### src/brl_pkg.sv
// package for the bus remote/lockout and service request block
// assumes a single 250 MHz system clock domain
package brl_pkg;

	// remote/local control states, one-hot
	typedef enum logic [3:0] {
		BRL_LOCAL      = 4'h1,
		BRL_REMOTE     = 4'h2,
		BRL_LOCAL_LOCK = 4'h4,
		BRL_REMOTE_LOCK = 4'h8
	} brl_rl_state_type;

	// service request states, one-hot
	typedef enum logic [1:0] {
		BRL_SRQ_IDLE   = 2'h1,
		BRL_SRQ_ACTIVE = 2'h2
	} brl_srq_state_type;

	localparam logic [1:0] BRL_SYNC_RESET = 2'h0;

endpackage : brl_pkg

### src/brl_srq.sv
// service request line handling
// assumes synchronous pulses from the bus decoder and rst_n already synchronised
`timescale 1ns/100ps
module brl_srq (
	input  wire logic mclk,
	input  wire logic rst_n,
	input  wire logic service_needed,
	input  wire logic poll_byte_read,
	output logic      srq_asserted
);

	brl_pkg::brl_srq_state_type state_reg;
	brl_pkg::brl_srq_state_type state_next;
	logic                       need_d_reg;
	logic                       need_d_next;

	// next-state: raise on new need, drop on poll or condition gone
	always_comb begin
		state_next  = state_reg;
		need_d_next = service_needed;
		case (state_reg)
			brl_pkg::BRL_SRQ_IDLE: begin
				if (service_needed && !need_d_reg)
					state_next = brl_pkg::BRL_SRQ_ACTIVE; // [RL5]
			end
			brl_pkg::BRL_SRQ_ACTIVE: begin
				if (!service_needed)
					state_next = brl_pkg::BRL_SRQ_IDLE; // [RL6]
				else if (poll_byte_read)
					state_next = brl_pkg::BRL_SRQ_IDLE; // [RL9]
			end
			default: state_next = brl_pkg::BRL_SRQ_IDLE;
		endcase
		// a fresh condition in the poll cycle wins over the release
		if (service_needed && !need_d_reg)
			state_next = brl_pkg::BRL_SRQ_ACTIVE; // [RL9]
	end

	// state registers
	always_ff @(posedge mclk or negedge rst_n) begin
		if (!rst_n) begin
			state_reg  <= brl_pkg::BRL_SRQ_IDLE;
			need_d_reg <= 1'b0;
		end else begin
			state_reg  <= state_next;
			need_d_reg <= need_d_next;
		end
	end

	assign srq_asserted = (state_reg == brl_pkg::BRL_SRQ_ACTIVE);

	property p_srq_rise;
		@(posedge mclk) disable iff (!rst_n)
		(service_needed && !need_d_reg) |=> srq_asserted;
	endproperty
	a_srq_rise: assert property (p_srq_rise) else $error("srq not raised on new need"); // [RL5]

	property p_srq_hold;
		@(posedge mclk) disable iff (!rst_n)
		(srq_asserted && service_needed && !poll_byte_read) |=> srq_asserted;
	endproperty
	a_srq_hold: assert property (p_srq_hold) else $error("srq dropped early"); // [RL6]

	property p_srq_gone;
		@(posedge mclk) disable iff (!rst_n)
		(srq_asserted && !service_needed) |=> !srq_asserted;
	endproperty
	a_srq_gone: assert property (p_srq_gone) else $error("srq held without need"); // [RL6]

	property p_srq_poll;
		@(posedge mclk) disable iff (!rst_n)
		(srq_asserted && poll_byte_read && need_d_reg) |=> !srq_asserted;
	endproperty
	a_srq_poll: assert property (p_srq_poll) else $error("srq held after poll"); // [RL9]

endmodule : brl_srq

### src/brl_top.sv
// remote/local/lockout tracking and service request for a bus instrument
// assumes the bus message decoder delivers one-cycle pulses synchronous to mclk
`timescale 1ns/100ps
// Functional notes
// [RL1] In lockout the front-panel local request is ignored and bus control stays.
// [RL2] The controller sends lockout only while the bus is in command mode.
// [RL3] The controller clears lockout by driving remote enable false.
// [RL4] Remote enable going false forces local and clears lockout whatever the addressing.
// [RL5] The instrument drives the service request line true when it needs attention.
// [RL6] Service request stays true until polled or until the need is gone.
// [RL7] With remote enable true the instrument stays local until addressed, then goes remote.
// [RL8] An addressed local message as listener returns the instrument to local, remote enable unchanged.
// [RL9] Service request is released once the status byte is read in a serial poll unless a new need arises.
module brl_top (
	input  wire logic mclk,
	input  wire logic rstn,
	input  wire logic ren,
	input  wire logic atn,
	input  wire logic addressed_pulse,
	input  wire logic go_local_pulse,
	input  wire logic lockout_pulse,
	input  wire logic panel_local_req,
	input  wire logic service_needed,
	input  wire logic poll_byte_read,
	output logic      remote_mode,
	output logic      lockout_mode,
	output logic      srq_out,
	output logic      srq_oe
);

	logic [1:0]                rst_sync_reg;
	logic                      rst_n;
	brl_pkg::brl_rl_state_type state_reg;
	brl_pkg::brl_rl_state_type state_next;
	logic                      remote_reg;
	logic                      remote_next;
	logic                      lockout_next;
	logic                      addr_take;
	logic                      lockout_reg;
	logic                      srq_line;

	// reset release through two flip-flops
	always_ff @(posedge mclk or negedge rstn) begin
		if (!rstn)
			rst_sync_reg <= brl_pkg::BRL_SYNC_RESET;
		else
			rst_sync_reg <= {rst_sync_reg[0], 1'b1};
	end
	assign rst_n = rst_sync_reg[1];

	// addressing counts unless the same cycle carries go-local, which wins
	assign addr_take = addressed_pulse && !go_local_pulse;

	// remote/local state machine
	always_comb begin
		state_next = state_reg;
		case (state_reg)
			brl_pkg::BRL_LOCAL: begin
				if (lockout_pulse && atn) // [RL2]
					state_next = addr_take ? brl_pkg::BRL_REMOTE_LOCK : brl_pkg::BRL_LOCAL_LOCK;
				else if (addr_take)
					state_next = brl_pkg::BRL_REMOTE; // [RL7]
			end
			brl_pkg::BRL_REMOTE: begin
				if (go_local_pulse)
					state_next = brl_pkg::BRL_LOCAL; // [RL8]
				else if (lockout_pulse && atn)
					state_next = brl_pkg::BRL_REMOTE_LOCK;
				else if (panel_local_req && !addressed_pulse)
					state_next = brl_pkg::BRL_LOCAL; // addressing in the same cycle keeps remote
			end
			brl_pkg::BRL_LOCAL_LOCK: begin
				if (addr_take)
					state_next = brl_pkg::BRL_REMOTE_LOCK; // [RL7]
			end
			brl_pkg::BRL_REMOTE_LOCK: begin
				// panel request has no effect here
				if (go_local_pulse)
					state_next = brl_pkg::BRL_LOCAL_LOCK; // [RL8]
				else
					state_next = brl_pkg::BRL_REMOTE_LOCK; // [RL1]
			end
			default: state_next = brl_pkg::BRL_LOCAL;
		endcase
		// remote enable false overrides everything
		if (!ren)
			state_next = brl_pkg::BRL_LOCAL; // [RL4]
		// mode flags follow the next state
		remote_next  = (state_next == brl_pkg::BRL_REMOTE) || (state_next == brl_pkg::BRL_REMOTE_LOCK);
		lockout_next = (state_next == brl_pkg::BRL_LOCAL_LOCK) || (state_next == brl_pkg::BRL_REMOTE_LOCK);
	end

	// state and output registers
	always_ff @(posedge mclk or negedge rst_n) begin
		if (!rst_n) begin
			state_reg   <= brl_pkg::BRL_LOCAL;
			remote_reg  <= 1'b0;
			lockout_reg <= 1'b0;
		end else begin
			state_reg   <= state_next;
			remote_reg  <= remote_next;
			lockout_reg <= lockout_next;
		end
	end

	assign remote_mode  = remote_reg;
	assign lockout_mode = lockout_reg;

	// service request engine
	brl_srq u_srq (
		.mclk           (mclk),
		.rst_n          (rst_n),
		.service_needed (service_needed),
		.poll_byte_read (poll_byte_read),
		.srq_asserted   (srq_line)
	);

	// open-drain line: pull low only while requesting
	assign srq_out = 1'b0;
	assign srq_oe  = srq_line; // [RL5]

	property p_lock_panel;
		@(posedge mclk) disable iff (!rst_n)
		(state_reg == brl_pkg::BRL_REMOTE_LOCK && ren && !go_local_pulse && panel_local_req) |=> remote_mode;
	endproperty
	a_lock_panel: assert property (p_lock_panel) else $error("panel escaped lockout"); // [RL1]

	property p_ren_drop;
		@(posedge mclk) disable iff (!rst_n)
		!ren |=> (!remote_mode && !lockout_mode);
	endproperty
	a_ren_drop: assert property (p_ren_drop) else $error("ren false did not force local"); // [RL4]

	property p_stay_local;
		@(posedge mclk) disable iff (!rst_n)
		(ren && !remote_mode && !addressed_pulse) |=> !remote_mode;
	endproperty
	a_stay_local: assert property (p_stay_local) else $error("went remote unaddressed"); // [RL7]

	property p_addr_remote;
		@(posedge mclk) disable iff (!rst_n)
		(ren && addressed_pulse && !go_local_pulse) |=> remote_mode;
	endproperty
	a_addr_remote: assert property (p_addr_remote) else $error("not remote after addressing"); // [RL7]

	property p_go_local;
		@(posedge mclk) disable iff (!rst_n)
		(go_local_pulse && remote_mode) |=> !remote_mode;
	endproperty
	a_go_local: assert property (p_go_local) else $error("addressed local ignored"); // [RL8]

	property p_lock_hold;
		@(posedge mclk) disable iff (!rst_n)
		(lockout_mode && ren) |=> lockout_mode;
	endproperty
	a_lock_hold: assert property (p_lock_hold) else $error("lockout left with remote enable true"); // [RL1]

	property p_lock_remote;
		@(posedge mclk) disable iff (!rst_n)
		(remote_mode && lockout_mode && ren && !go_local_pulse) |=> remote_mode;
	endproperty
	a_lock_remote: assert property (p_lock_remote) else $error("remote lost in lockout"); // [RL1]

	property p_lock_enter;
		@(posedge mclk) disable iff (!rst_n)
		(ren && atn && lockout_pulse && !go_local_pulse) |=> lockout_mode;
	endproperty
	a_lock_enter: assert property (p_lock_enter) else $error("lockout not entered"); // [RL2]

	property p_lock_cmd;
		@(posedge mclk) disable iff (!rst_n)
		(!lockout_mode && lockout_pulse && !atn) |=> !lockout_mode;
	endproperty
	a_lock_cmd: assert property (p_lock_cmd) else $error("lockout taken outside command mode"); // [RL2]

endmodule : brl_top

### config.mk
export PLATFORM = sky130hd
export DESIGN_NAME = brl_top
export DESIGN_NICKNAME = d
export VERILOG_FILES = /design/src/brl_pkg.sv /design/src/brl_srq.sv /design/src/brl_top.sv
export SDC_FILE = /design/constraint.sdc
export NUM_CORES = 1
export LEC_CHECK = 0
export ABC_AREA = 1
export BUFFER_PORTS_ARGS = -buffer_cell sky130_fd_sc_hd__buf_2
export CAP_MARGIN = 10
export CELL_PAD_IN_SITES_DETAIL_PLACEMENT = 0
export CELL_PAD_IN_SITES_GLOBAL_PLACEMENT = 1
export CORE_ASPECT_RATIO = 1.1
export CORE_MARGIN = 2
export CORE_UTILIZATION = 39
export DETAILED_ROUTE_END_ITERATION = 12
export GPL_TIMING_DRIVEN = 0
export PLACE_DENSITY_LB_ADDON = 0.1
export SLEW_MARGIN = 15
export SYNTH_ARGS = -nofsm -noshare
export SYNTH_HDL_FRONTEND = slang
export SYNTH_HIERARCHICAL = 1
export SYNTH_SLANG_ARGS = --single-unit
export TNS_END_PERCENT = 50
### constraint.sdc
create_clock -name mclk -period 1.21 [get_ports mclk]
set_clock_uncertainty 0.05 [all_clocks]
set_input_delay 0 -clock mclk [delete_from_list [all_inputs] [get_ports mclk]]
set_output_delay 0 -clock mclk [all_outputs]
set_load 0.005 [all_outputs]
## Word level (Yosys, flattened, before mapping)

Cells that the tools add are included.

| operators by class | value |
|---|---|
| add/subtract/negate cells | 0 |
| $mul | 0 |
| div/mod/pow operators | 0 |
| $lt $le $gt $ge | 0 |
| eq/ne operators | 11 |
| shifts and indexed selects | 0 |
| mux-type cells | 14 |
| bitwise operators | 0 |
| reductions and logical operators | 10 |

Operator list:

| cell | number |
|---|---|
| 4-bit two-way mux | 9 |
| 4-bit one-hot mux with 4 select lines | 1 |
| 4-bit by 2-bit == test with 1-bit output (second input constant) | 2 |
| 4-bit by 3-bit == test with 1-bit output (second input constant) | 2 |
| 4-bit == test (second input constant) | 2 |
| 2-bit two-way mux | 3 |
| 4-bit by 1-bit == test with 1-bit output (second input constant) | 1 |
| 1-bit logical AND | 4 |
| 4-bit by 3-bit inequality test with 1-bit output (second input constant) | 1 |
| 2-bit one-hot mux with 2 select lines | 1 |
| 1-bit zero test | 3 |
| 2-bit by 1-bit == test with 1-bit output (second input constant) | 1 |
| 2-bit == test (second input constant) | 1 |
| 1-bit logical OR | 2 |
| 2-bit by 1-bit inequality test with 1-bit output (second input constant) | 1 |
| 2-bit AND reduction | 1 |

| storage, ports and cells | value |
|---|---|
| register bits after elaboration | 11 |
| bits in latches | 0 |
| RAM bits | 0 |
| memory bits (read-only) | 0 |
| input bits | 10 |
| output and inout port bits | 4 |
| logic and storage cells | 41 |
| memories kept | 0 |

## Longest topological paths before layout

Gate-level depths: netlist of the first run.

| logic depth | value |
|---|---|
| depth in word-level cells | 9 |
| depth in mapped cells | 9 |
| gate-level depth less buffers | 9 |

## Cells and area by module

The synthesis of the first run kept the hierarchy.

Modules (own cells, without submodules):

| module | times used | cells each | area each (um^2) | seq. area each (um^2) |
|---|---|---|---|---|
| brl_top | 1 | 66 | 491.7 | 201.4 |
| brl_srq | 1 | 14 | 127.6 | 76.3 |

## Worst setup path after synthesis of the first run

OpenSTA, ideal clock, no wires.

| timing | value |
|---|---|
| path type | register to register |
| start point | reg state_reg[0] (netlist name) |
| end point | reg lockout_reg (netlist: lockout_mode) |
| setup time | 0.114 ns |
| data arrival time | 1.011 ns |
| required time | 1.046 ns |
| path slack | 0.035 ns |
| stages on the path, launching flop included | 8 |
| buffers on the path | 0 |
| clock period less this slack | 1.175 ns |
| cells stage by stage | dfstp_2 nand2_2 nor2_4 nand3_1 nand2_1 nand2_1 inv_2 nor2_2 |

RTL lines:

| item | RTL line | RTL |
|---|---|---|
| to (signal assigned) | brl_top.sv:102 | `lockout_reg <= lockout_next;` |
| to (decl) | brl_top.sv:39 | `logic lockout_reg;` |

==> summary.md, run 1 <==
| Metric | Value |
|---|---|
| Status | complete, but fails checks |
| Failing checks | negative setup slack |
| Total track usage | 13.52% |
| Die ar. | 1923 um2 |
| Most frequent cells in the layout | nand2_1, buf_2, dfrtp_1 |
| Antenna viol nets, final | 0 |
| 1st-pass router iterations | 4 |
| # setup viols final | 4 |
| Worst hold path type | register to async pin |
| Commonest non-fill, non-tap cell in the layout | nand2_1 |
| PortBufs | 12 |
| Largest register FFs | 4 |
| Slew Viols, Final | 0 |
| Mapped Area | 619.3 um2 |
| End of the critical path | remote_mode$_DFF_PN0_ |
| Flops & latches, synth | 11 |
| Vias/cell | 4.647 |
| Clock Sinks | 11 |
| Register area | 277.8 um2 |
| Worst r2r src | state_reg[0]$_DFF_PN1_ |
| Post-route setup slack | -0.04164 ns |
| Antenna violations before repair | 0 |
| CORE AREA | 1520 um2 |
| Clock-pin slew on the worst setup and hold paths | 0.06 ns |
| Share of post-route cells with drive strength above 1 | 43.14% |
| Final routed DRC violation total | 0 |
| Total CTS buffers | 3 |
| Placer Congestion | 0.7903 |
| Reg2Reg Setup Slack | -0.04 ns |
| CP max FO | 4 |
| Die Wd | 42.00 um |
| FP Rows | 15 |
| IO Count | 14 |
| MaxCap Viol Count | 0 |
| Overflow after GRT | 0 |
| Worst Path Arrival | 1.35 ns |
| Final Cycle Share | 103.4% |
| Minimum clock period | 1.252 ns |
| Antenna fix cells | 0 |
| Multi-input combinational cell area | 309.0 um2 |
| Clock Path Buffers | 2 |
| Final #Nets | 113 |
| Post-Synthesis Cells | 80 |
| Initial Util | 40.74% |
| RR Endpoint | remote_mode$_DFF_PN0_ |
| RSZ-0062 raised after global routing | yes |
| Syn Nets | 90 |
| Synthesis-to-layout area growth | 32.73% |
| Kind of critical path | register to register |
| Vias in the first global route | 482 |
| Clock Root Buffer | clkbuf_4 |
| Crit. End Element | register |
| CTS tree | built |
| Vias post-DR | 553 |
| Global Route met3 Usage | 1.587% |
| Final HPWL from detailed placement | 914.1 um |
| Static Leakage | 0.4497 nW |
| Distinct cells, synth | 20 |
| Met1 global-route usage | 15.54% |
| Routed length per instance | 9.756 um |
| Met2 Use GR | 23.75% |
| Final wirelength | 1.161 mm |
| Overall Power | 0.0009812 W |
| Final std cells w/o fill | 119 |
| DRT iter0 DRCs | 4 |
| Warnings, synthesis | 6 |
| First-pass GRT wire length | 1.883 mm |
| CP startpoint | state_reg[0]$_DFF_PN1_ |
| Placed Instances | 109 |
| # Post-CTS Setup Buffers | 0 |
| Seq/Total Area, Yosys | 44.85% |
| H-tree depth | 1 |
| Fin. Hold Viols | 0 |
| Max VDD drop | 0.7446 mV |
| Largest net degree at the start of global routing | 10 |
| Startpoint class of the critical path | register |
| Most used routing layer | met2 |
| Clk Latency, worst-skew pair | 0.26 ns |
| CP Data Required Time | 1.31 ns |
| Filler cell count | 157 |
| Die Ht | 45.80 um |
| Maximum clock rate | 0.7990 GHz |
| Power Dens Cells | 1194 nW/um2 |
| Synth Area per Inst | 7.742 um2 |
| Number of cells on the worst reg-to-reg path | 9 |
[how the worst min path moves through the flow]
stage,to,depth (start not counted),slack (ns),from
floorplan,rst_sync_reg[0]$_DFF_PN0_,0,-0.35,rstn
global placement,rst_sync_reg[0]$_DFF_PN0_,1,-0.27,rstn
detailed placement,rst_sync_reg[1]$_DFF_PN0_,1,-0.26,rstn
CTS,remote_mode$_DFF_PN0_,3,-0.06,ren
global route,state_reg[1]$_DFF_PN0_,0,0.12,rst_sync_reg[1]$_DFF_PN0_
finish,state_reg[3]$_DFF_PN0_,0,0.09,rst_sync_reg[1]$_DFF_PN0_
[worst max-delay path: stages (launching register included)]
cell     delay [ns]
dfstp_2        0.57
inv_2          0.06
nand2_4        0.07
nor2_4         0.04
inv_2          0.05
nand2_1        0.05
nand2_1        0.07
nand3_2        0.06
nand2_2        0.08
nand2_1        0.05
[where the power goes]
group / switching, W / internal (W) / leakage, nW
logic: 0.000178 / 0.000123 / 0.298
registers: 0.0000309 / 0.000416 / 0.136
clock network: 0.000107 / 0.000127 / 0.0150
total: 0.000315 / 0.000666 / 0.450
[stage by stage]
stage | utilization [%] | setup WS (ns) | area (um2) | hold slack (ns) | TNS, ns
5_1_grt | 54.07 | -0.1127 | 822.0 | 0.1222 | -0.4390
3_5_place_dp | 46.09 | -0.06701 | 700.7 | -0.2630 | -0.1899
2_1_floorplan | - | 0.03531 | 619.3 | -0.3456 | 0
4_1_cts | 51.60 | -0.04215 | 784.5 | -0.05982 | -0.1076
3_3_place_gp | 46.09 | -0.06544 | 700.7 | -0.2655 | -0.2114
6_report | 54.07 | -0.04164 | 822.0 | 0.09226 | -0.1077
[layout make-up]
| type | instances | area share [%] |
|---|---|---|
| Tap cell | 17 | 2.588 |
| Timing Repair Buffer | 18 | 14.61 |
| Multi-Input combinational cell | 52 | 37.60 |
| Clock buffer | 4 | 3.196 |
| Inverter | 16 | 7.306 |
| Sequential cell | 11 | 33.79 |
| Buffer | 1 | 0.9132 |
[synthesized netlist by cell type]
cell,n,share of area (%)
nand4_1,1,1.0
nor2_2,4,4.0
nand2_1,18,11
nor2_1,6,3.6
nor2_4,1,1.8
o21ai_2,1,1.4
nand3_1,8,6.5
nand3b_1,1,1.2
inv_2,7,4.2
dfrtp_1,9,36
nand2_4,1,1.8
o21ai_1,2,1.6
a21oi_1,1,0.81
nand2_2,4,4.0
inv_1,9,5.5
nand4_4,1,3.4
buf_4,1,1.2
conb_1,2,1.2
nor3_1,1,0.81
dfstp_2,2,8.5
[what timing repair did]
action                     in CTS  in global routing
setup endpoints to repair       4                  6
hold buffers                    5                  1
pin swaps                       3                  0
resized for setup               2                  8
hold endpoints to repair       10                  3
[kinds of logic (layout without fill, tap and decap cells)]
kind of cell / Yosys count / count (layout) / share of synthesized area [%]
AO/OA/AOI/OAI: 4 / 4 / 3.838
AND/OR/NAND/NOR: 46 / 46 / 39.19
flip-flops: 11 / 11 / 44.85
other: 2 / 2 / 1.213
buffers and inverters: 17 / 39 / 10.91
[layer usage]
layer | part of all wire (%) | vias to the layer above | wire (um)
li1 | - | 284 | -
met1 | 42 | 259 | 490
met2 | 54 | 8 | 623
met3 | 2.9 | 2 | 34
met4 | 1.0 | 0 | 12
met5 | 0 | - | 0
Power figures use the tool's default switching activity.
==> run 2, diff against run 1 <==
CORE_UTILIZATION = 36   (was 39)
SKIP_LAST_GASP = 1   (was not set)
clock period = 1.3 ns   (was 1.21 ns; I/O delays follow)
==> run 2 against run 1 <==
Effect of this change: the flow now finishes without violations; die area rose by 7.6%; sequential share of layout area increased by 0.74 points; count of clock-buffer cells in the layout is the same; final cell count decreased by 0.84%; cell area is 2.1% lower; via count down 6.5%; routed wire length decreased by 4.8%; register-to-register slack gained 0.098 ns; first-iteration DRC count decreased by 75%; worst hold slack worse by 0.0049 ns; critical path type unchanged.
==> summary.md, run 2 (synthesis results as in run 1) <==
| Metric | Value |
|---|---|
| Worst Path Arrival | 1.35 ns |
| Clock Sinks | 11 |
| # setup viols final | 0 |
| Filler cell count | 165 |
| Pre-CTS WS | 0.03471 ns |
| 1st-pass router iterations | 3 |
| CP max FO | 4 |
| Worst hold path type | register to async pin |
| Final instance area | 804.5 um2 |
| Max incr delay on CP | 0.57 ns |
| Max VDD drop | 0.6763 mV |
| Final #Nets | 112 |
| Synthesis-to-layout area growth | 29.90% |
| FP Rows | 15 |
| Fin. Hold Viols | 0 |
| Commonest non-fill, non-tap cell in the layout | nand2_1 |
| Largest register FFs | 4 |
| Wire length on met1 | 519 um |
| Antenna violations before repair | 0 |
| Total track usage | 12.55% |
| Critical-path top delay cell | dfstp_2 |
| Clock-pin slew on the worst setup and hold paths | 0.06 ns |
| Vias post-DR | 517 |
| Clk Latency, worst-skew pair | 0.26 ns |
| RSZ-0062 raised after global routing | yes |
| Final Cycle Share | 95.67% |
| Antenna fix cells | 0 |
| Routed length per instance | 9.364 um |
| Power Dens Cells | 1125 nW/um2 |
| CTS tree | built |
| First-pass GRT wire length | 1.863 mm |
| Die Ht | 47.50 um |
| Met2 Wirelength | 533 um |
| Overflow after GRT | 0 |
| Crit. End Element | register |
| Slew Viols, Final | 0 |
| Post-route setup slack | 0.05633 ns |
| Total CTS buffers | 3 |
| Kind of critical path | register to register |
| Startpoint class of the critical path | register |
| Largest net degree at the start of global routing | 10 |
| Maximum clock rate | 0.8041 GHz |
| Register area | 277.8 um2 |
| Antenna viol nets, final | 0 |
| Status | finished clean |
| Placer Congestion | 0.7625 |
| Crit-path cells | nand2_2 > nor2_4 > nand3_1 > nand2_1 > nand2_1 > inv_2 > nor2_2 |
| H-tree depth | 1 |
| Initial Util | 38.82% |
| Crit-path most repeated cell | nand2_1 |
| Minimum clock period | 1.244 ns |
| Dpl cell area | 700.7 um2 |
| DR WL met3 | 41 um |
| Static Leakage | 0.4459 nW |
| Final HPWL from detailed placement | 884.1 um |
| Share of post-route cells with drive strength above 1 | 40.59% |
| Die ar. | 2068 um2 |
| CP Data Required Time | 1.41 ns |
| Vias/cell | 4.381 |
| Clock Path Buffers | 2 |
| MaxCap Viol Count | 0 |
| CORE AREA | 1595 um2 |
| Clock Root Buffer | clkbuf_4 |
| Die Wd | 43.55 um |
| PortBufs | 12 |
| Most frequent cells in the layout | nand2_1, buf_2, inv_1, dfrtp_1 |
| IO Count | 14 |
| Vias in the first global route | 468 |
| Final routed DRC violation total | 0 |
| DRT iter0 DRCs | 1 |
| Final wirelength | 1.105 mm |
| Multi-input combinational cell area | 301.5 um2 |
| Highest Signal Layer | met4 |
## run 2: changes by cell type in the layout (fill, tap and decap cells not counted), sizes merged
cell	delta
dlygate4sd3	-1
## run 2: routing by layer
layer / GRT usage [%] / vias up
met4: 10.91 / 0
li1: - / 280
met3: 1.132 / 2
met5: 0 / -
met2: 19.71 / 10
met1: 15.76 / 225
## run 2: through the flow
step | power [W] | TNS, ns | utilization (%) | hold slack, ns | instances
final | 0.0009050 | 0 | 50.43 | 0.08733 | 118
after global routing | 0.0009692 | -0.1004 | 50.43 | 0.1189 | 118
after CTS | 0.0009031 | 0 | 48.71 | 0.09137 | 118
after detailed placement | 0.0006619 | 0 | 43.92 | -0.2634 | 109
after global placement | 0.0006627 | 0 | 43.92 | -0.2649 | 109
after floorplan | 0.0005989 | 0 | - | -0.3456 | 80
## run 2: power by group
| group | total [W] | internal, W | switching [W] |
|---|---|---|---|
| Combinational | 0.000269 | 0.000112 | 0.000157 |
| Clock | 0.000219 | 0.000118 | 0.000101 |
| Sequential | 0.000417 | 0.000387 | 0.0000294 |
| Total | 0.000905 | 0.000617 | 0.000288 |
## run 2: layout make-up
cell class / count / area share [%]
buffer: 1 / 0.9331
clock buffer: 4 / 3.266
inverter: 16 / 7.465
multi-input combinational: 52 / 37.48
sequential: 11 / 34.53
tap: 17 / 2.644
timing repair buffer: 17 / 13.69
## run 2: timing repair
item,in CTS,in global routing
gates resized for setup,0,7
endpoints found under the setup margin,0,4
hold endpoints to repair,10,0
setup buffers,0,0
hold buffers,5,0
## run 2: worst paths after layout
path                                            from                        end  slack, ns  cells after the start
max in group asynchronous                       rstn  rst_sync_reg[0]$_DFF_PN0_       0.51                      3
hold / removal             rst_sync_reg[1]$_DFF_PN0_     lockout_mode$_DFF_PN0_       0.09                      0
setup reg to reg              state_reg[0]$_DFF_PN1_     lockout_mode$_DFF_PN0_       0.06                      7
setup / recovery              state_reg[0]$_DFF_PN1_     lockout_mode$_DFF_PN0_       0.06                      7
min in group mclk                     go_local_pulse     state_reg[0]$_DFF_PN1_       0.10                      5
hold reg to reg            rst_sync_reg[1]$_DFF_PN0_     lockout_mode$_DFF_PN0_       0.09                      0
## run 2: worst max-delay path: cells and delay by family, from the launching register on
| family | cells | cell delay, ns |
|---|---|---|
| DFF | 1 | 0.57 |
| and+or+nand+nor | 6 | 0.47 |
| buffers and inverters | 1 | 0.07 |
==> run 3, diff against run 2 <==
BUFFER_PORTS_ARGS = -buffer_cell sky130_fd_sc_hd__clkbuf_2   (was -buffer_cell sky130_fd_sc_hd__buf_2)
CORE_MARGIN = 10   (was 2)
==> run 3 against run 2 <==
Effect of this change: fmax shrank 0.10%; flip-flop and latch count stayed put; count of clock-buffer cells in the layout stayed put; largest power group unchanged; worst hold slack better by 0.0052 ns; critical endpoint is now remote_mode$_DFF_PN0_; via count grew 4.3%; global-route usage down 5.9 points; sequential share of layout area decreased by 0.32 points; final cell count unchanged; largest cell class unchanged; utilization grew 0.47 points; combinational power rose by 3%.
==> summary.md, run 3 (synthesis results as in run 1) <==
| Metric | Value |
|---|---|
| Clock Root Buffer | clkbuf_4 |
| Kind of critical path | register to register |
| Combinational share of power | 30.2% |
| Clock Path Buffers | 2 |
| Die Ht | 63.50 um |
| Most frequent cells in the layout | nand2_1, clkbuf_2, inv_1, dfrtp_1 |
| Fin. Hold Viols | 0 |
| CTS tree | built |
| Final Cycle Share | 95.76% |
| CP Data Required Time | 1.40 ns |
| Crit-path most repeated cell | nand2_1 |
| Worst r2r src | state_reg[0]$_DFF_PN1_ |
| Clk Latency, worst-skew pair | 0.26 ns |
| Vias in the first global route | 520 |
| Overall Power | 0.0009149 W |
| First-pass GRT wire length | 2.028 mm |
| Hold slack final | 0.09255 ns |
| Crit-path cells | inv_2 > nand2_4 > nor2_4 > inv_2 > nand2_1 > nand2_1 > nand3_2 > nand2_2 > nand2_1 |
| 1st-pass router iterations | 4 |
| Antenna violations before repair | 0 |
| IO Count | 14 |
| Vias post-DR | 539 |
| Post-route setup slack | 0.05508 ns |
| Status | finished clean |
| Worst Path Arrival | 1.35 ns |
| CORE AREA | 1595 um2 |
| Clock share of power | 24.1% |
| Met2 Use GR | 9.375% |
| Startpoint class of the critical path | register |
| Placer Congestion | 0.8151 |
| Internal | 0.0006180 W |
| Static Leakage | 0.4479 nW |
| Synthesis-to-layout area growth | 31.11% |
| Most used routing layer | met2 |
| Clock Sinks | 11 |
| Max VDD drop | 0.6204 mV |
| Critical-path top delay cell | dfstp_2 |
| DRT iter0 DRCs | 3 |
| Sequential power share | 45.7% |
| RSZ-0062 raised after global routing | yes |
| Final wirelength | 1.241 mm |
| Reg2Reg Setup Slack | 0.06 ns |
| # setup viols final | 0 |
| Worst hold path type | register to async pin |
| Overflow after GRT | 0 |
| Minimum clock period | 1.245 ns |
| H-tree depth | 1 |
| # Post-CTS Setup Buffers | 0 |
| Dpl cell area | 700.7 um2 |
| Die Wd | 59.55 um |
| Die ar. | 3781 um2 |
| Vias/cell | 4.568 |
| Antenna viol nets, final | 0 |
| Met1 global-route usage | 7.395% |
| Slew Viols, Final | 0 |
| MaxCap Viol Count | 0 |
| Final instance area | 812.0 um2 |
| Crit. End Element | register |
| Global Route met3 Usage | 2.605% |
| FP Rows | 15 |
| Max incr delay on CP | 0.57 ns |
| Clock-pin slew on the worst setup and hold paths | 0.06 ns |
| Power Dens Cells | 1127 nW/um2 |
| Commonest non-fill, non-tap cell in the layout | nand2_1 |
| Switching pwr | 0.0002969 W |
| CP max FO | 4 |
| Final #Nets | 112 |
| Total CTS buffers | 3 |
| Maximum clock rate | 0.8033 GHz |
| Share of post-route cells with drive strength above 1 | 42.57% |
| Antenna fix cells | 0 |
| Largest net degree at the start of global routing | 10 |
| Final routed DRC violation total | 0 |
| Largest register FFs | 4 |
| CP startpoint | state_reg[0]$_DFF_PN1_ |
| Pre-CTS WS | 0.04737 ns |
| Total track usage | 6.667% |
| Routed length per instance | 10.52 um |
| Final HPWL from detailed placement | 946.6 um |
| PortBufs | 12 |
| Switching Share | 32.46% |
| Initial Util | 38.82% |
[run 3: cell count changes in the layout (fill, tap and decap cells not counted)]
cell / before / now
clkbuf_2: 0 / 12
nand2_1: 15 / 14
nand2_2: 6 / 7
buf_2: 12 / 0
nand3_2: 1 / 2
nand3_1: 7 / 6
[run 3: metal layers]
metal	wire length [um]	up-vias	share of wire, %
li1	-	280	-
met1	526	241	42
met2	577	14	46
met3	111	4	8.9
met4	25	0	2.0
met5	0	-	0
[run 3: layout make-up]
cell class,count,area (um2)
buffer,1,7.507
clock buffer,4,26.28
fill,159,783.3
inverter,16,60.06
multi-input combinational,52,309.0
sequential,11,277.8
tap,17,21.27
timing repair buffer,17,110.1
[run 3: final timing paths]
kind | cells past startpoint | end
worst max-delay path | 9 | remote_mode$_DFF_PN0_
worst min-delay path | 0 | state_reg[2]$_DFF_PN0_
worst max register to register | 9 | remote_mode$_DFF_PN0_
worst min register to register | 0 | state_reg[2]$_DFF_PN0_
max in group asynchronous | 3 | rst_sync_reg[1]$_DFF_PN0_
min in group mclk | 6 | state_reg[1]$_DFF_PN0_
[run 3: stage by stage]
step | util [%] | instances | setup TNS [ns]
3_5_place_dp | 43.92 | 109 | 0
3_3_place_gp | 43.92 | 109 | 0
4_1_cts | 48.71 | 118 | 0
6_report | 50.90 | 118 | 0
2_1_floorplan | - | 80 | 0
5_1_grt | 50.90 | 118 | -0.009310
[run 3: timing repair]
action	in CTS	in global routing
hold buffers	5	0
gates resized for setup	0	9
setup endpoints to repair	0	4
hold endpoints to repair	9	0
[run 3: critical path: cells and delay by family, from the launching register on]
kind | cells | cell delay, ns
buf+inv | 2 | 0.12
flops | 1 | 0.57
simple gates | 7 | 0.40
[run 3: power by group through the flow]
stage | Combinational (W) | Clock [W] | Sequential, W
5_1_grt | 0.000309 | 0.000254 | 0.000424
4_1_cts | 0.000250 | 0.000234 | 0.000418
3_3_place_gp | 0.000240 | 0 | 0.000423
6_report | 0.000276 | 0.000221 | 0.000418
2_1_floorplan | 0.000179 | 0 | 0.000420
3_5_place_dp | 0.000237 | 0 | 0.000424
